## src/rtl/lsc_pkg.sv

```systemverilog
/*
  constants and state types shared by the supply-control register block
  and its serial-bus slave. assumes a 100 MHz system clock.
*/
package lsc_pkg;

  // timing
  localparam int CLK_HZ        = 100_000_000;
  localparam int TONE_HZ       = 22_000;
  localparam int TONE_HALF_CYC = CLK_HZ / (2 * TONE_HZ);
  localparam int DYN_ON_MS     = 51;
  localparam int DYN_OFF_MS    = 900;
  localparam int DYN_ON_CYC    = DYN_ON_MS * (CLK_HZ / 1000);
  localparam int DYN_OFF_CYC   = DYN_OFF_MS * (CLK_HZ / 1000);

  // slave address: upper five bits fixed, two low bits from pins
  localparam logic [4:0] I2C_ADDR_FIXED = 5'h04;

  // system_control_register fields
  localparam int CTL_EN    = 7;
  localparam int CTL_HV    = 6;
  localparam int CTL_LV    = 5;
  localparam int CTL_DCL   = 4;
  localparam int CTL_IMSB  = 3;
  localparam int CTL_ILSB  = 2;
  localparam int CTL_TGATE = 1;
  localparam int CTL_TONE  = 0;
  localparam logic [7:0] CTRL_RST = 8'h00;

  // diagnostic byte fields, bits 7:5 read zero
  localparam int ST_OV  = 4;
  localparam int ST_UV  = 3;
  localparam int ST_OL  = 2;
  localparam int ST_OT  = 1;
  localparam int ST_OFF = 0;
  localparam logic [7:0] STAT_RST = 8'h00;

  // read byte select
  localparam logic RD_CTRL = 1'b0;
  localparam logic RD_STAT = 1'b1;

  typedef enum logic [6:0] {
    I2C_IDLE  = 7'h01,
    I2C_ADDR  = 7'h02,
    I2C_ACKA  = 7'h04,
    I2C_WRITE = 7'h08,
    I2C_ACKW  = 7'h10,
    I2C_READ  = 7'h20,
    I2C_ACKR  = 7'h40
  } lsc_i2c_e;

  typedef enum logic [3:0] {
    PWR_OFF   = 4'h1,
    PWR_ON    = 4'h2,
    PWR_LIMIT = 4'h4,
    PWR_REST  = 4'h8
  } lsc_pwr_e;

endpackage : lsc_pkg

```

## src/rtl/lsc_i2c_slave.sv

```systemverilog
/*
  serial-bus slave: byte writes into the control register, byte reads of
  control then diagnostics. assumes scl/sda arrive asynchronously and that
  the bus is far slower than the system clock.
*/
`timescale 1ns/100ps
module lsc_i2c_slave
  import lsc_pkg::*;
(
  input  wire logic       sys_clk_in,
  input  wire logic       srst_in,
  input  wire logic       scl_in,
  input  wire logic       sda_in,
  input  wire logic [1:0] addr_sel_in,
  input  wire logic [7:0] rd_data_in,
  output logic            sda_out,
  output logic            sda_oe_out,
  output logic            wr_valid_out,
  output logic [7:0]      wr_data_out,
  output logic            rd_sel_out
);

  logic [1:0] scl_sync;
  logic [1:0] sda_sync;
  logic       scl_q;
  logic       sda_q;
  lsc_i2c_e   state;
  lsc_i2c_e   next_state;
  logic [3:0] bit_cnt;
  logic [3:0] next_cnt;
  logic [7:0] shift;
  logic [7:0] next_shift;
  logic       rw;
  logic       next_rw;
  logic       nack;
  logic       next_nack;
  logic       next_sel;
  logic       next_oe;
  logic       next_wr;

  wire scl_rise  = scl_sync[1] & ~scl_q;
  wire scl_fall  = ~scl_sync[1] & scl_q;
  wire bus_start = scl_sync[1] & scl_q & sda_q & ~sda_sync[1];
  wire bus_stop  = scl_sync[1] & scl_q & ~sda_q & sda_sync[1];
  wire [6:0] own_addr = {I2C_ADDR_FIXED, addr_sel_in};
  wire addr_hit  = (shift[7:1] == own_addr);
  wire byte_done = scl_fall && (bit_cnt == 4'h8);

  assign sda_out     = 1'b0;
  assign wr_data_out = shift;

  always_comb
  begin
    next_state = state;
    next_cnt   = bit_cnt;
    next_shift = shift;
    next_rw    = rw;
    next_nack  = nack;
    next_sel   = rd_sel_out;
    next_oe    = sda_oe_out;
    next_wr    = 1'b0;
    if (bus_start)
    begin
      next_state = I2C_ADDR;
      next_cnt   = 4'h0;
      next_oe    = 1'b0;
      next_sel   = RD_CTRL;
    end
    else if (bus_stop)
    begin
      next_state = I2C_IDLE;
      next_oe    = 1'b0;
    end
    else
    begin
      unique case (state)
        I2C_IDLE: next_state = I2C_IDLE;
        I2C_ADDR, I2C_WRITE:
        begin
          if (scl_rise)
          begin
            next_shift = {shift[6:0], sda_sync[1]};
            next_cnt   = bit_cnt + 4'h1;
          end
          else if (byte_done && state == I2C_ADDR)
          begin
            next_state = addr_hit ? I2C_ACKA : I2C_IDLE;
            next_rw    = shift[0];
            next_oe    = addr_hit;
          end
          else if (byte_done)
          begin
            next_wr    = 1'b1;
            next_state = I2C_ACKW;
            next_oe    = 1'b1;
          end
        end
        I2C_ACKA, I2C_ACKW:
        begin
          if (scl_fall)
          begin
            next_cnt   = 4'h0;
            next_shift = rd_data_in;
            next_oe    = rw && state == I2C_ACKA && !rd_data_in[7];
            next_state = (rw && state == I2C_ACKA) ? I2C_READ : I2C_WRITE;
          end
        end
        I2C_READ:
        begin
          if (scl_rise)
            next_cnt = bit_cnt + 4'h1;
          else if (byte_done)
          begin
            next_oe    = 1'b0;
            next_state = I2C_ACKR;
          end
          else if (scl_fall)
          begin
            next_shift = {shift[6:0], 1'b0};
            next_oe    = !shift[6];
          end
        end
        I2C_ACKR:
        begin
          if (scl_rise)
          begin
            next_nack = sda_sync[1];
            next_sel  = RD_STAT;
          end
          else if (scl_fall)
          begin
            next_cnt   = 4'h0;
            next_shift = rd_data_in;
            next_oe    = !nack && !rd_data_in[7];
            next_state = nack ? I2C_IDLE : I2C_READ;
          end
        end
        default: next_state = I2C_IDLE;
      endcase
    end
  end

  always_ff @(posedge sys_clk_in)
  begin
    if (srst_in)
    begin
      scl_sync     <= 2'h3;
      sda_sync     <= 2'h3;
      scl_q        <= 1'b1;
      sda_q        <= 1'b1;
      state        <= I2C_IDLE;
      bit_cnt      <= 4'h0;
      shift        <= 8'h00;
      rw           <= 1'b0;
      nack         <= 1'b0;
      rd_sel_out   <= RD_CTRL;
      sda_oe_out   <= 1'b0;
      wr_valid_out <= 1'b0;
    end
    else
    begin
      scl_sync     <= {scl_sync[0], scl_in};
      sda_sync     <= {sda_sync[0], sda_in};
      scl_q        <= scl_sync[1];
      sda_q        <= sda_sync[1];
      state        <= next_state;
      bit_cnt      <= next_cnt;
      shift        <= next_shift;
      rw           <= next_rw;
      nack         <= next_nack;
      rd_sel_out   <= next_sel;
      sda_oe_out   <= next_oe;
      wr_valid_out <= next_wr;
    end
  end
endmodule : lsc_i2c_slave

```

## src/rtl/lsc_supply_ctrl.sv

```systemverilog
/*
  control and diagnostic register block of a dish supply regulator: serial
  bus registers, voltage select, current limit, tone path, fault line.
  assumes all status inputs and pins are asynchronous to sys_clk_in and
  that the analog converter obeys the enables and codes driven here.
*/
// Operation
// - host configures everything by 8-bit writes
// - written register contents read back unchanged
// - readback carries five diagnostic status bits
// - cleared enable shuts converter and output
// - four selectable overcurrent limit levels
// - two select bits choose voltage, range pin can force the high bit
// - range pin raises lower range to higher
// - external tone waveform reproduced on output
// - external input can gate internal tone
// - fault line low on shutdown of output
// - host reads cause of shutdown
// - slave address fixed upper, selectable lower
// - dynamic limit: 51 ms on, 900 ms off
// - limit codes 00..11 lowest to highest
`timescale 1ns/100ps
module lsc_supply_ctrl
  import lsc_pkg::*;
#(
  parameter int DYN_ON_CYCLES  = DYN_ON_CYC,
  parameter int DYN_OFF_CYCLES = DYN_OFF_CYC
)
(
  input  wire logic       sys_clk_in,
  input  wire logic       srst_in,
  input  wire logic       i2c_scl_in,
  input  wire logic       i2c_sda_in,
  output logic            i2c_sda_out,
  output logic            i2c_sda_oe_out,
  input  wire logic [1:0] addr_sel_in,
  input  wire logic       range_raise_pin_in,
  input  wire logic       external_tone_mod_input_in,
  input  wire logic       overtemp_in,
  input  wire logic       overcurrent_in,
  input  wire logic       overvoltage_in,
  input  wire logic       undervoltage_in,
  output logic            converter_enable_out,
  output logic            output_enable_out,
  output logic [1:0]      vout_code_out,
  output logic [1:0]      limit_level_out,
  output logic            static_limit_out,
  output logic            tone_out,
  output logic            fault_interrupt_n_out
);

  localparam int CNT_W  = $clog2(DYN_OFF_CYCLES > DYN_ON_CYCLES ?
                                 DYN_OFF_CYCLES + 1 : DYN_ON_CYCLES + 1);
  localparam int TONE_W = $clog2(TONE_HALF_CYC + 1);

  logic [7:0]        in_sync1;
  logic [7:0]        in_sync2;
  logic [7:0]        system_control_register;
  logic [7:0]        status;
  lsc_pwr_e          state;
  lsc_pwr_e          next_state;
  logic [CNT_W-1:0]  dyn_cnt;
  logic [CNT_W-1:0]  next_dyn_cnt;
  logic [TONE_W-1:0] tone_div;
  logic              tone_int;
  logic              wr_valid;
  logic [7:0]        wr_data;
  logic              rd_sel;
  logic              raise_s;
  logic              ext_s;
  logic              ot_s;
  logic              oc_s;
  logic              ov_s;
  logic              uv_s;
  logic [1:0]        addr_s;

  // every status, range, tone and address pin passes two flops before use
  assign {raise_s, ext_s, ot_s, oc_s, ov_s, uv_s, addr_s} = in_sync2;

  wire enable_bit              = system_control_register[CTL_EN];
  wire high_voltage_select_bit = system_control_register[CTL_HV];
  wire low_voltage_select_bit  = system_control_register[CTL_LV];
  wire static_limit_select     = system_control_register[CTL_DCL];
  wire current_level_select_msb = system_control_register[CTL_IMSB];
  wire current_level_select_lsb = system_control_register[CTL_ILSB];
  wire tone_gate_mode          = system_control_register[CTL_TGATE];
  wire tone_on_bit             = system_control_register[CTL_TONE];

  wire run_ok      = enable_bit && !ot_s;
  wire next_out_on = (next_state == PWR_ON) || (next_state == PWR_LIMIT);
  wire on_last     = (dyn_cnt == CNT_W'(DYN_ON_CYCLES - 1));
  wire off_last    = (dyn_cnt == CNT_W'(DYN_OFF_CYCLES - 1));
  wire tone_wrap   = (tone_div == TONE_W'(TONE_HALF_CYC - 1));

  wire [1:0] next_vcode = {high_voltage_select_bit | raise_s, low_voltage_select_bit};

  wire tone_src  = tone_gate_mode ? (tone_int & ext_s) : ext_s;
  wire next_tone = tone_on_bit & tone_src & next_out_on;

  wire [7:0] next_status = {3'h0, ov_s, uv_s, oc_s || state == PWR_REST, ot_s, !enable_bit};

  wire [7:0] rd_data = (rd_sel == RD_STAT) ? status : system_control_register;

  lsc_i2c_slave u_slave (
    .sys_clk_in   (sys_clk_in),
    .srst_in      (srst_in),
    .scl_in       (i2c_scl_in),
    .sda_in       (i2c_sda_in),
    .addr_sel_in  (addr_s),
    .rd_data_in   (rd_data),
    .sda_out      (i2c_sda_out),
    .sda_oe_out   (i2c_sda_oe_out),
    .wr_valid_out (wr_valid),
    .wr_data_out  (wr_data),
    .rd_sel_out   (rd_sel)
  );

  always_comb
  begin
    next_state   = state;
    next_dyn_cnt = dyn_cnt;
    unique case (state)
      PWR_OFF:
      begin
        next_dyn_cnt = '0;
        if (run_ok)
          next_state = PWR_ON;
      end
      PWR_ON:
      begin
        next_dyn_cnt = '0;
        if (!run_ok)
          next_state = PWR_OFF;
        else if (oc_s && !static_limit_select)
          next_state = PWR_LIMIT;
      end
      PWR_LIMIT:
      begin
        next_dyn_cnt = dyn_cnt + CNT_W'(1);
        if (!run_ok)
          next_state = PWR_OFF;
        else if (!oc_s || static_limit_select)
          next_state = PWR_ON;
        else if (on_last)
        begin
          next_state   = PWR_REST;
          next_dyn_cnt = '0;
        end
      end
      PWR_REST:
      begin
        next_dyn_cnt = dyn_cnt + CNT_W'(1);
        if (!run_ok)
          next_state = PWR_OFF;
        else if (off_last)
          next_state = PWR_ON;
      end
      default:
        next_state = PWR_OFF;
    endcase
  end

  always_ff @(posedge sys_clk_in)
  begin
    if (srst_in)
    begin
      in_sync1 <= 8'h00;
      in_sync2 <= 8'h00;
    end
    else
    begin
      in_sync1 <= {range_raise_pin_in, external_tone_mod_input_in, overtemp_in,
                   overcurrent_in, overvoltage_in, undervoltage_in, addr_sel_in};
      in_sync2 <= in_sync1;
    end
  end

  always_ff @(posedge sys_clk_in)
  begin
    if (srst_in)
      system_control_register <= CTRL_RST;
    else if (wr_valid)
      system_control_register <= wr_data;
  end

  // tone divider free-runs, so bursts start at whatever phase the divider has reached
  always_ff @(posedge sys_clk_in)
  begin
    if (srst_in)
    begin
      tone_div <= '0;
      tone_int <= 1'b0;
    end
    else
    begin
      tone_div <= tone_wrap ? '0 : tone_div + TONE_W'(1);
      tone_int <= tone_int ^ tone_wrap;
    end
  end

  always_ff @(posedge sys_clk_in)
  begin
    if (srst_in)
    begin
      state   <= PWR_OFF;
      dyn_cnt <= '0;
      status  <= STAT_RST;
    end
    else
    begin
      state   <= next_state;
      dyn_cnt <= next_dyn_cnt;
      status  <= next_status;
    end
  end

  always_ff @(posedge sys_clk_in)
  begin
    if (srst_in)
    begin
      converter_enable_out  <= 1'b0;
      output_enable_out     <= 1'b0;
      vout_code_out         <= 2'h0;
      limit_level_out       <= 2'h0;
      static_limit_out      <= 1'b0;
      tone_out              <= 1'b0;
      fault_interrupt_n_out <= 1'b0;
    end
    else
    begin
      converter_enable_out  <= run_ok;
      output_enable_out     <= next_out_on;
      vout_code_out         <= next_vcode;
      limit_level_out       <= {current_level_select_msb, current_level_select_lsb};
      static_limit_out      <= static_limit_select;
      tone_out              <= next_tone;
      fault_interrupt_n_out <= next_out_on;
    end
  end
endmodule : lsc_supply_ctrl
```

## config.mk

```make
export PLATFORM = sky130hd
export DESIGN_NAME = lsc_supply_ctrl
export DESIGN_NICKNAME = d
export VERILOG_FILES = /design/src/rtl/lsc_pkg.sv /design/src/rtl/lsc_i2c_slave.sv /design/src/rtl/lsc_supply_ctrl.sv
export SDC_FILE = /design/constraint.sdc
export NUM_CORES = 1
export LEC_CHECK = 0
export BUFFER_PORTS_ARGS = -buffer_cell sky130_fd_sc_hd__buf_2
export CORE_MARGIN = 5
export CORE_UTILIZATION = 40
export CTS_CLUSTER_DIAMETER = 150
export CTS_CLUSTER_SIZE = 16
export DETAILED_ROUTE_END_ITERATION = 8
export SLEW_MARGIN = 20
export SYNTH_ARGS = -nofsm -noshare
export SYNTH_HDL_FRONTEND = slang
export SYNTH_SLANG_ARGS = --single-unit
```

## constraint.sdc

```tcl
create_clock -name sys_clk_in -period 5.7 [get_ports sys_clk_in]
set_input_delay 1.14 -clock sys_clk_in [delete_from_list [all_inputs] [get_ports sys_clk_in]]
set_output_delay 1.14 -clock sys_clk_in [all_outputs]
set_load 0.02 [all_outputs]
```

==> flow_metrics.tcl, run 1 <==
set metrics [dict create \
    slew_headroom 0.356 \
    post-route-period-util 0.461 \
    n_fill_cell 1189 \
    power.leakage_nw 1.95 \
    wl_met3_um 392 \
    antenna_cells 0 \
    ios 23 \
    hold_class "flip-flop to flip-flop" \
    clockRootBuffer "clkbuf_16" \
    track_usage 0.137 \
    max-cap-violations 0 \
    die_y_um 121 \
    wirelength_mm 9.44 \
    whs_ns 0.409 \
    numCtsBuffers 9 \
    post_cts_buffers 0 \
    p_per_area_nw_per_um2 277 \
    wl_met2_mm 4.32 \
    core_region_area_um2 12100 \
    grt_pass1_vias 3519 \
    tns_ns 0 \
    max-vdd-ir-drop_uv 173 \
    syn_nets 560 \
    htreeDepth 3 \
    rows 40 \
    die_w_um 121 \
    hpwl_mm 6.55 \
    finClkSkew_ns 0.00553 \
    synthArstFlopShare 0 \
    layout_min_cycle_time_ns 2.63 \
    die_area_um2 14700 \
    syn_area_um2 4970 \
    cts_hold_buffers 0 \
    rsz0062_at_grt "no" \
    criticalPathCategory "flip-flop to flip-flop" \
    path_clk_slew_ns 0.07 \
    drv_slew 0 \
    most-common-layout-cells "dfxtp_1 (111), nor2_1 (78), nand2_1 (39)" \
    start_util 0.410 \
    cp-start-kind "flip-flop" \
    io_buffers 21 \
    wl_per_cell_um 13.1 \
    hold_viol 0 \
    synth_area_per_cell_um2 9.13 \
    nNetsFinal 564 \
    placed_area_um2 5140 \
    dr_total_vias 3640 \
    cts_resized 0 \
    ys_seq_area_frac 0.447 \
    first_iter_violations 272 \
    max_clock_freq_mhz 381 \
    globalRouteOverflowTotal 0 \
    synth_edf_count 0 \
    gp_congestion 0.912 \
    dr.pass1.iters 4 \
    finalSetupViolations 0 \
    arrival_ns 2.83 \
    ys_ff_latch 111 \
    numClockSinks 111 \
    outcome "complete, no violations" \
    antenna_found_initial 0 \
    fin_area_um2 5470 \
    viasPerCell 5.05 \
    post-route-drc-count 0 \
    drt.antenna.violating_nets 0 \
    regArea_um2 2220 \
    yosysUniqueCellTypes 68 \
    syn_to_final_growth_pct 10.1 \
    clk_path_buf_depth 2 \
    drive_gt1_frac 0.121 \
    wl_met1_mm 4.60 \
    yosysWarnings 0 \
    crit_fanout 27 \
    cp.required_ns 5.90 \
    top_layer "met4" \
    grt_start_max_net_pins 61 \
    cts_tree "yes" \
    grt_pass1_wl_mm 16.5 \
    endpoint_kind "flip-flop" \
    synthFlopType "dfxtp_1" \
    worst_slew_pin_slew_ns 0.966 \
    multiInputGateArea_um2 2520 \
    worstSkewPairLatency_ns 0.35 \
    final_common_cell "dfxtp_1" \
    synthCells 544 \
]
synthesized netlist by cell type (5+ instances only):
library cell,number,area share
a21oi_1,13,0.013
and3_1,11,0.014
buf_2,7,0.0071
buf_6,5,0.011
clkbuf_1,12,0.0091
dfxtp_1,111,0.45
inv_1,14,0.011
mux2i_1,25,0.050
nand2_1,39,0.029
nand2b_1,8,0.010
nand3_1,16,0.016
nand4_1,10,0.013
nor2_1,78,0.059
nor2b_1,27,0.034
nor3_1,8,0.0081
nor4_1,7,0.0088
o21ai_0,19,0.019
or2_2,8,0.010
or3_1,8,0.010
xnor2_1,14,0.025
xor2_1,24,0.042
sequential cells by signal, indices dropped and copies added, names as in the netlist, 2 cells and up:
signal and flops:
u_slave.bit_cnt 4, u_slave.scl_sync 2, state 4, vout_code_out 2, in_sync1 8, u_slave.sda_sync 2, in_sync2 8, dyn_cnt 27
u_slave.state 7, u_slave.wr_data_out 8, limit_level_out 2, tone_div 12, system_control_register 8, status 5
metrics by stage:
step	util	std cells	setup WS (ns)	power [mW]
floorplan	-	544	3.58	0.834
global placement	0.424	705	3.05	0.842
detailed placement	0.424	705	3.06	0.843
CTS	0.452	721	3.04	1.54
global route	0.452	721	2.85	1.58
finish	0.452	721	3.07	1.52
report_power, final:
part / total (mW) / switching, mW / internal [mW]
clock network: 0.692 / 0.280 / 0.412
logic: 0.0333 / 0.0195 / 0.0138
registers: 0.791 / 0.00598 / 0.785
total: 1.52 / 0.305 / 1.21
logic make-up (layout without fill, tap and decap cells):
logic type / after synthesis / after routing / share of synthesized area
buf+inv: 45 / 54 / 0.0458
xor+xnor: 38 / 38 / 0.0670
simple gates: 254 / 254 / 0.285
other cells: 1 / 1 / 0.000755
compound gates: 66 / 66 / 0.0937
flops: 111 / 111 / 0.447
mux: 25 / 25 / 0.0504
fa+ha+maj: 4 / 4 / 0.0101
worst paths after layout:
path | slack, ns | from | cells after the start | to
hold reg to reg | 0.41 | u_slave.scl_sync[0] | 1 | u_slave.scl_sync[1]
hold / removal | 0.41 | u_slave.scl_sync[0] | 1 | u_slave.scl_sync[1]
setup reg to reg | 3.07 | dyn_cnt[0] | 6 | dyn_cnt[26]
setup / recovery | 3.07 | dyn_cnt[0] | 6 | dyn_cnt[26]
layout make-up:
| class | instances | area share |
|---|---|---|
| clock buffers | 12 | 0.0469 |
| well taps | 168 | 0.0384 |
| inverters | 14 | 0.00961 |
| clock inverters | 4 | 0.0140 |
| flip-flops and latches | 111 | 0.406 |
| repair buffers | 24 | 0.0233 |
| multi-input cells | 388 | 0.462 |
layer usage:
layer | GRT usage | up-vias
met5 | 0 | -
met4 | 0.0476 | 0
met3 | 0.0443 | 9
met2 | 0.216 | 68
met1 | 0.177 | 1684
li1 | - | 1879
worst max-delay path, stage by stage (launching register included):
cell and delay (ns):
dfxtp_1 0.50, ha_1 0.31, nand4bb_1 0.14, nor4_2 0.42, and3_1 0.25, a211o_1 0.73
nor2_1 0.12
No activity file was read; power rests on OpenSTA's default activity.
==> run 2, diff against run 1 <==
==> constraint.sdc (replaced) <==
create_clock -name sys_clk_in -period 2.55 [get_ports sys_clk_in]
set_input_delay 0.51 -clock sys_clk_in [delete_from_list [all_inputs] [get_ports sys_clk_in]]
set_output_delay 0.51 -clock sys_clk_in [all_outputs]
set_load 0.02 [all_outputs]
==> flow_metrics.tcl, run 2 (synthesis gave the netlist of run 1 again) <==
set metrics [dict create \
    hold_path_end "u_slave.scl_sync[0]" \
    criticalPathCategory "flip-flop to flip-flop" \
    grtUsageMet3 0.0406 \
    grt_pass1_vias 3511 \
    cts_hold_buffers 0 \
    path_clk_slew_ns 0.07 \
    numClockSinks 111 \
    p_seq_frac 0.542 \
    nNetsFinal 568 \
    r2r_slack_ns 0.33 \
    rsz0062_at_grt "no" \
    dr.pass1.iters 4 \
    track_usage 0.134 \
    drv_slew 0 \
    power_mw 3.26 \
    worst_slew_pin_slew_ns 0.781 \
    whs_ns 0.344 \
    io_buffers 21 \
    die_w_um 121 \
    clk_path_buf_depth 2 \
    numCtsBuffers 9 \
    worst_r2r_startpoint "dyn_cnt[0]" \
    r2r_cells 7 \
    worst_hold_startpoint "i2c_scl_in" \
    htreeDepth 3 \
    hold_depth 2 \
    max-cap-violations 0 \
    ios 23 \
    tns_ns 0 \
    cts_resized 0 \
    clkPwrFrac 0.434 \
    hold_class "input pin to flip-flop" \
    finClkSkew_ns 0.0103 \
    max-vdd-ir-drop_uv 528 \
    first_iter_violations 250 \
    globalRouteOverflowTotal 0 \
    finalSetupViolations 0 \
    final_common_cell "dfxtp_1" \
    wirelength_mm 9.43 \
    combPwrFrac 0.024 \
    p_per_area_nw_per_um2 595 \
    wl_per_cell_um 13.0 \
    largest_reg_flops 27 \
    start_util 0.410 \
    use_met1 0.172 \
    max_clock_freq_mhz 451 \
    cp-start-kind "flip-flop" \
    post_cts_buffers 0 \
    drive_gt1_frac 0.126 \
    drt.antenna.violating_nets 0 \
    cts_tree "yes" \
    antenna_cells 0 \
    clockRootBuffer "clkbuf_16" \
    crit_fanout 5 \
    layout_min_cycle_time_ns 2.22 \
    dr_total_vias 3670 \
    reg_top3 "dyn_cnt (27), tone_div (12)" \
    post-route-period-util 0.869 \
    hold_viol 0 \
    outcome "complete, no violations" \
    met2_usage 0.213 \
    antenna_found_initial 0 \
    endpoint_kind "flip-flop" \
    cp.required_ns 2.84 \
    p_int_mw 2.58 \
    gp_congestion 0.879 \
    r2r-end "tone_out" \
    hpwl_mm 6.64 \
    grt_start_max_net_pins 52 \
    worstSkewPairLatency_ns 0.35 \
    post-route-drc-count 0 \
    slew_headroom 0.478 \
    die_y_um 121 \
    most-common-layout-cells "dfxtp_1 (111), nor2_1 (78), nand2_1 (39)" \
    p_sw_uw 681 \
    viasPerCell 5.06 \
    die_area_um2 14700 \
    core_region_area_um2 12100 \
    regMostFlops "dyn_cnt" \
    top_usage_layer "met2" \
    grt_pass1_wl_mm 16.2 \
    power.leakage_nw 1.95 \
    rows 40 \
    syn_to_final_growth_pct 10.3 \
    arrival_ns 2.51 \
    swShare 0.209 \
]
## run 2: cell types whose count changed in the layout (fill, tap and decap cells not counted)
| cell | delta |
|---|---|
| inv_8 | -1 |
| clkinv_2 | -1 |
| bufinv_16 | -1 |
| buf_12 | +1 |
| clkbuf_1 | +1 |
| clkinvlp_4 | +2 |
| inv_6 | +1 |
| buf_4 | +3 |
| clkbuf_8 | -1 |
## run 2: power by group through the flow
stage	Combinational [mW]	Clock (mW)	Sequential (mW)
3_5_place_dp	0.0781	0	1.81
6_report	0.0770	1.42	1.77
5_1_grt	0.0854	1.53	1.77
4_1_cts	0.0786	1.46	1.77
2_1_floorplan	0.0612	0	1.80
3_3_place_gp	0.0774	0	1.81
## run 2: routing by layer
layer	part of all wire	vias to the layer above
met5	0	-
met4	0.022	0
met3	0.034	17
met2	0.45	63
met1	0.49	1705
li1	-	1885
## run 2: area by class of cell
class | count | area, um^2
fill | 1206 | 6630
multi-input combinational | 388 | 2520
sequential | 111 | 2220
clock buffer | 12 | 246
tap | 168 | 210
timing repair buffer | 28 | 170
clock inverter | 4 | 53.8
inverter | 14 | 52.6
## run 2: critical path, stage by stage, from the launching register on
cell and delay [ns]:
dfxtp_1 0.51, ha_1 0.30, nand4bb_1 0.13, nor4_2 0.45, a31oi_1 0.18, o21ai_1 0.21
and2b_1 0.19, o2111a_1 0.19
## run 2: worst max-delay path by stage
stage,startpoint,depth (start not counted),slack (ns),end
after floorplan,u_slave.state[6],7,0.59,u_slave.sda_oe_out
after CTS,dyn_cnt[0],7,0.32,tone_out
after global placement,dyn_cnt[0],7,0.33,tone_out
after detailed placement,dyn_cnt[0],7,0.34,tone_out
final,dyn_cnt[0],7,0.33,tone_out
after global routing,dyn_cnt[0],7,0.12,tone_out
## run 2: metrics by stage
step | std cells | worst slack, ns | util | cell area [um^2]
CTS | 725 | 0.315 | 0.452 | 5480
detailed placement | 709 | 0.344 | 0.428 | 5180
finish | 725 | 0.334 | 0.452 | 5480
global placement | 709 | 0.332 | 0.428 | 5180
floorplan | 544 | 0.593 | - | 4970
global route | 725 | 0.122 | 0.452 | 5480
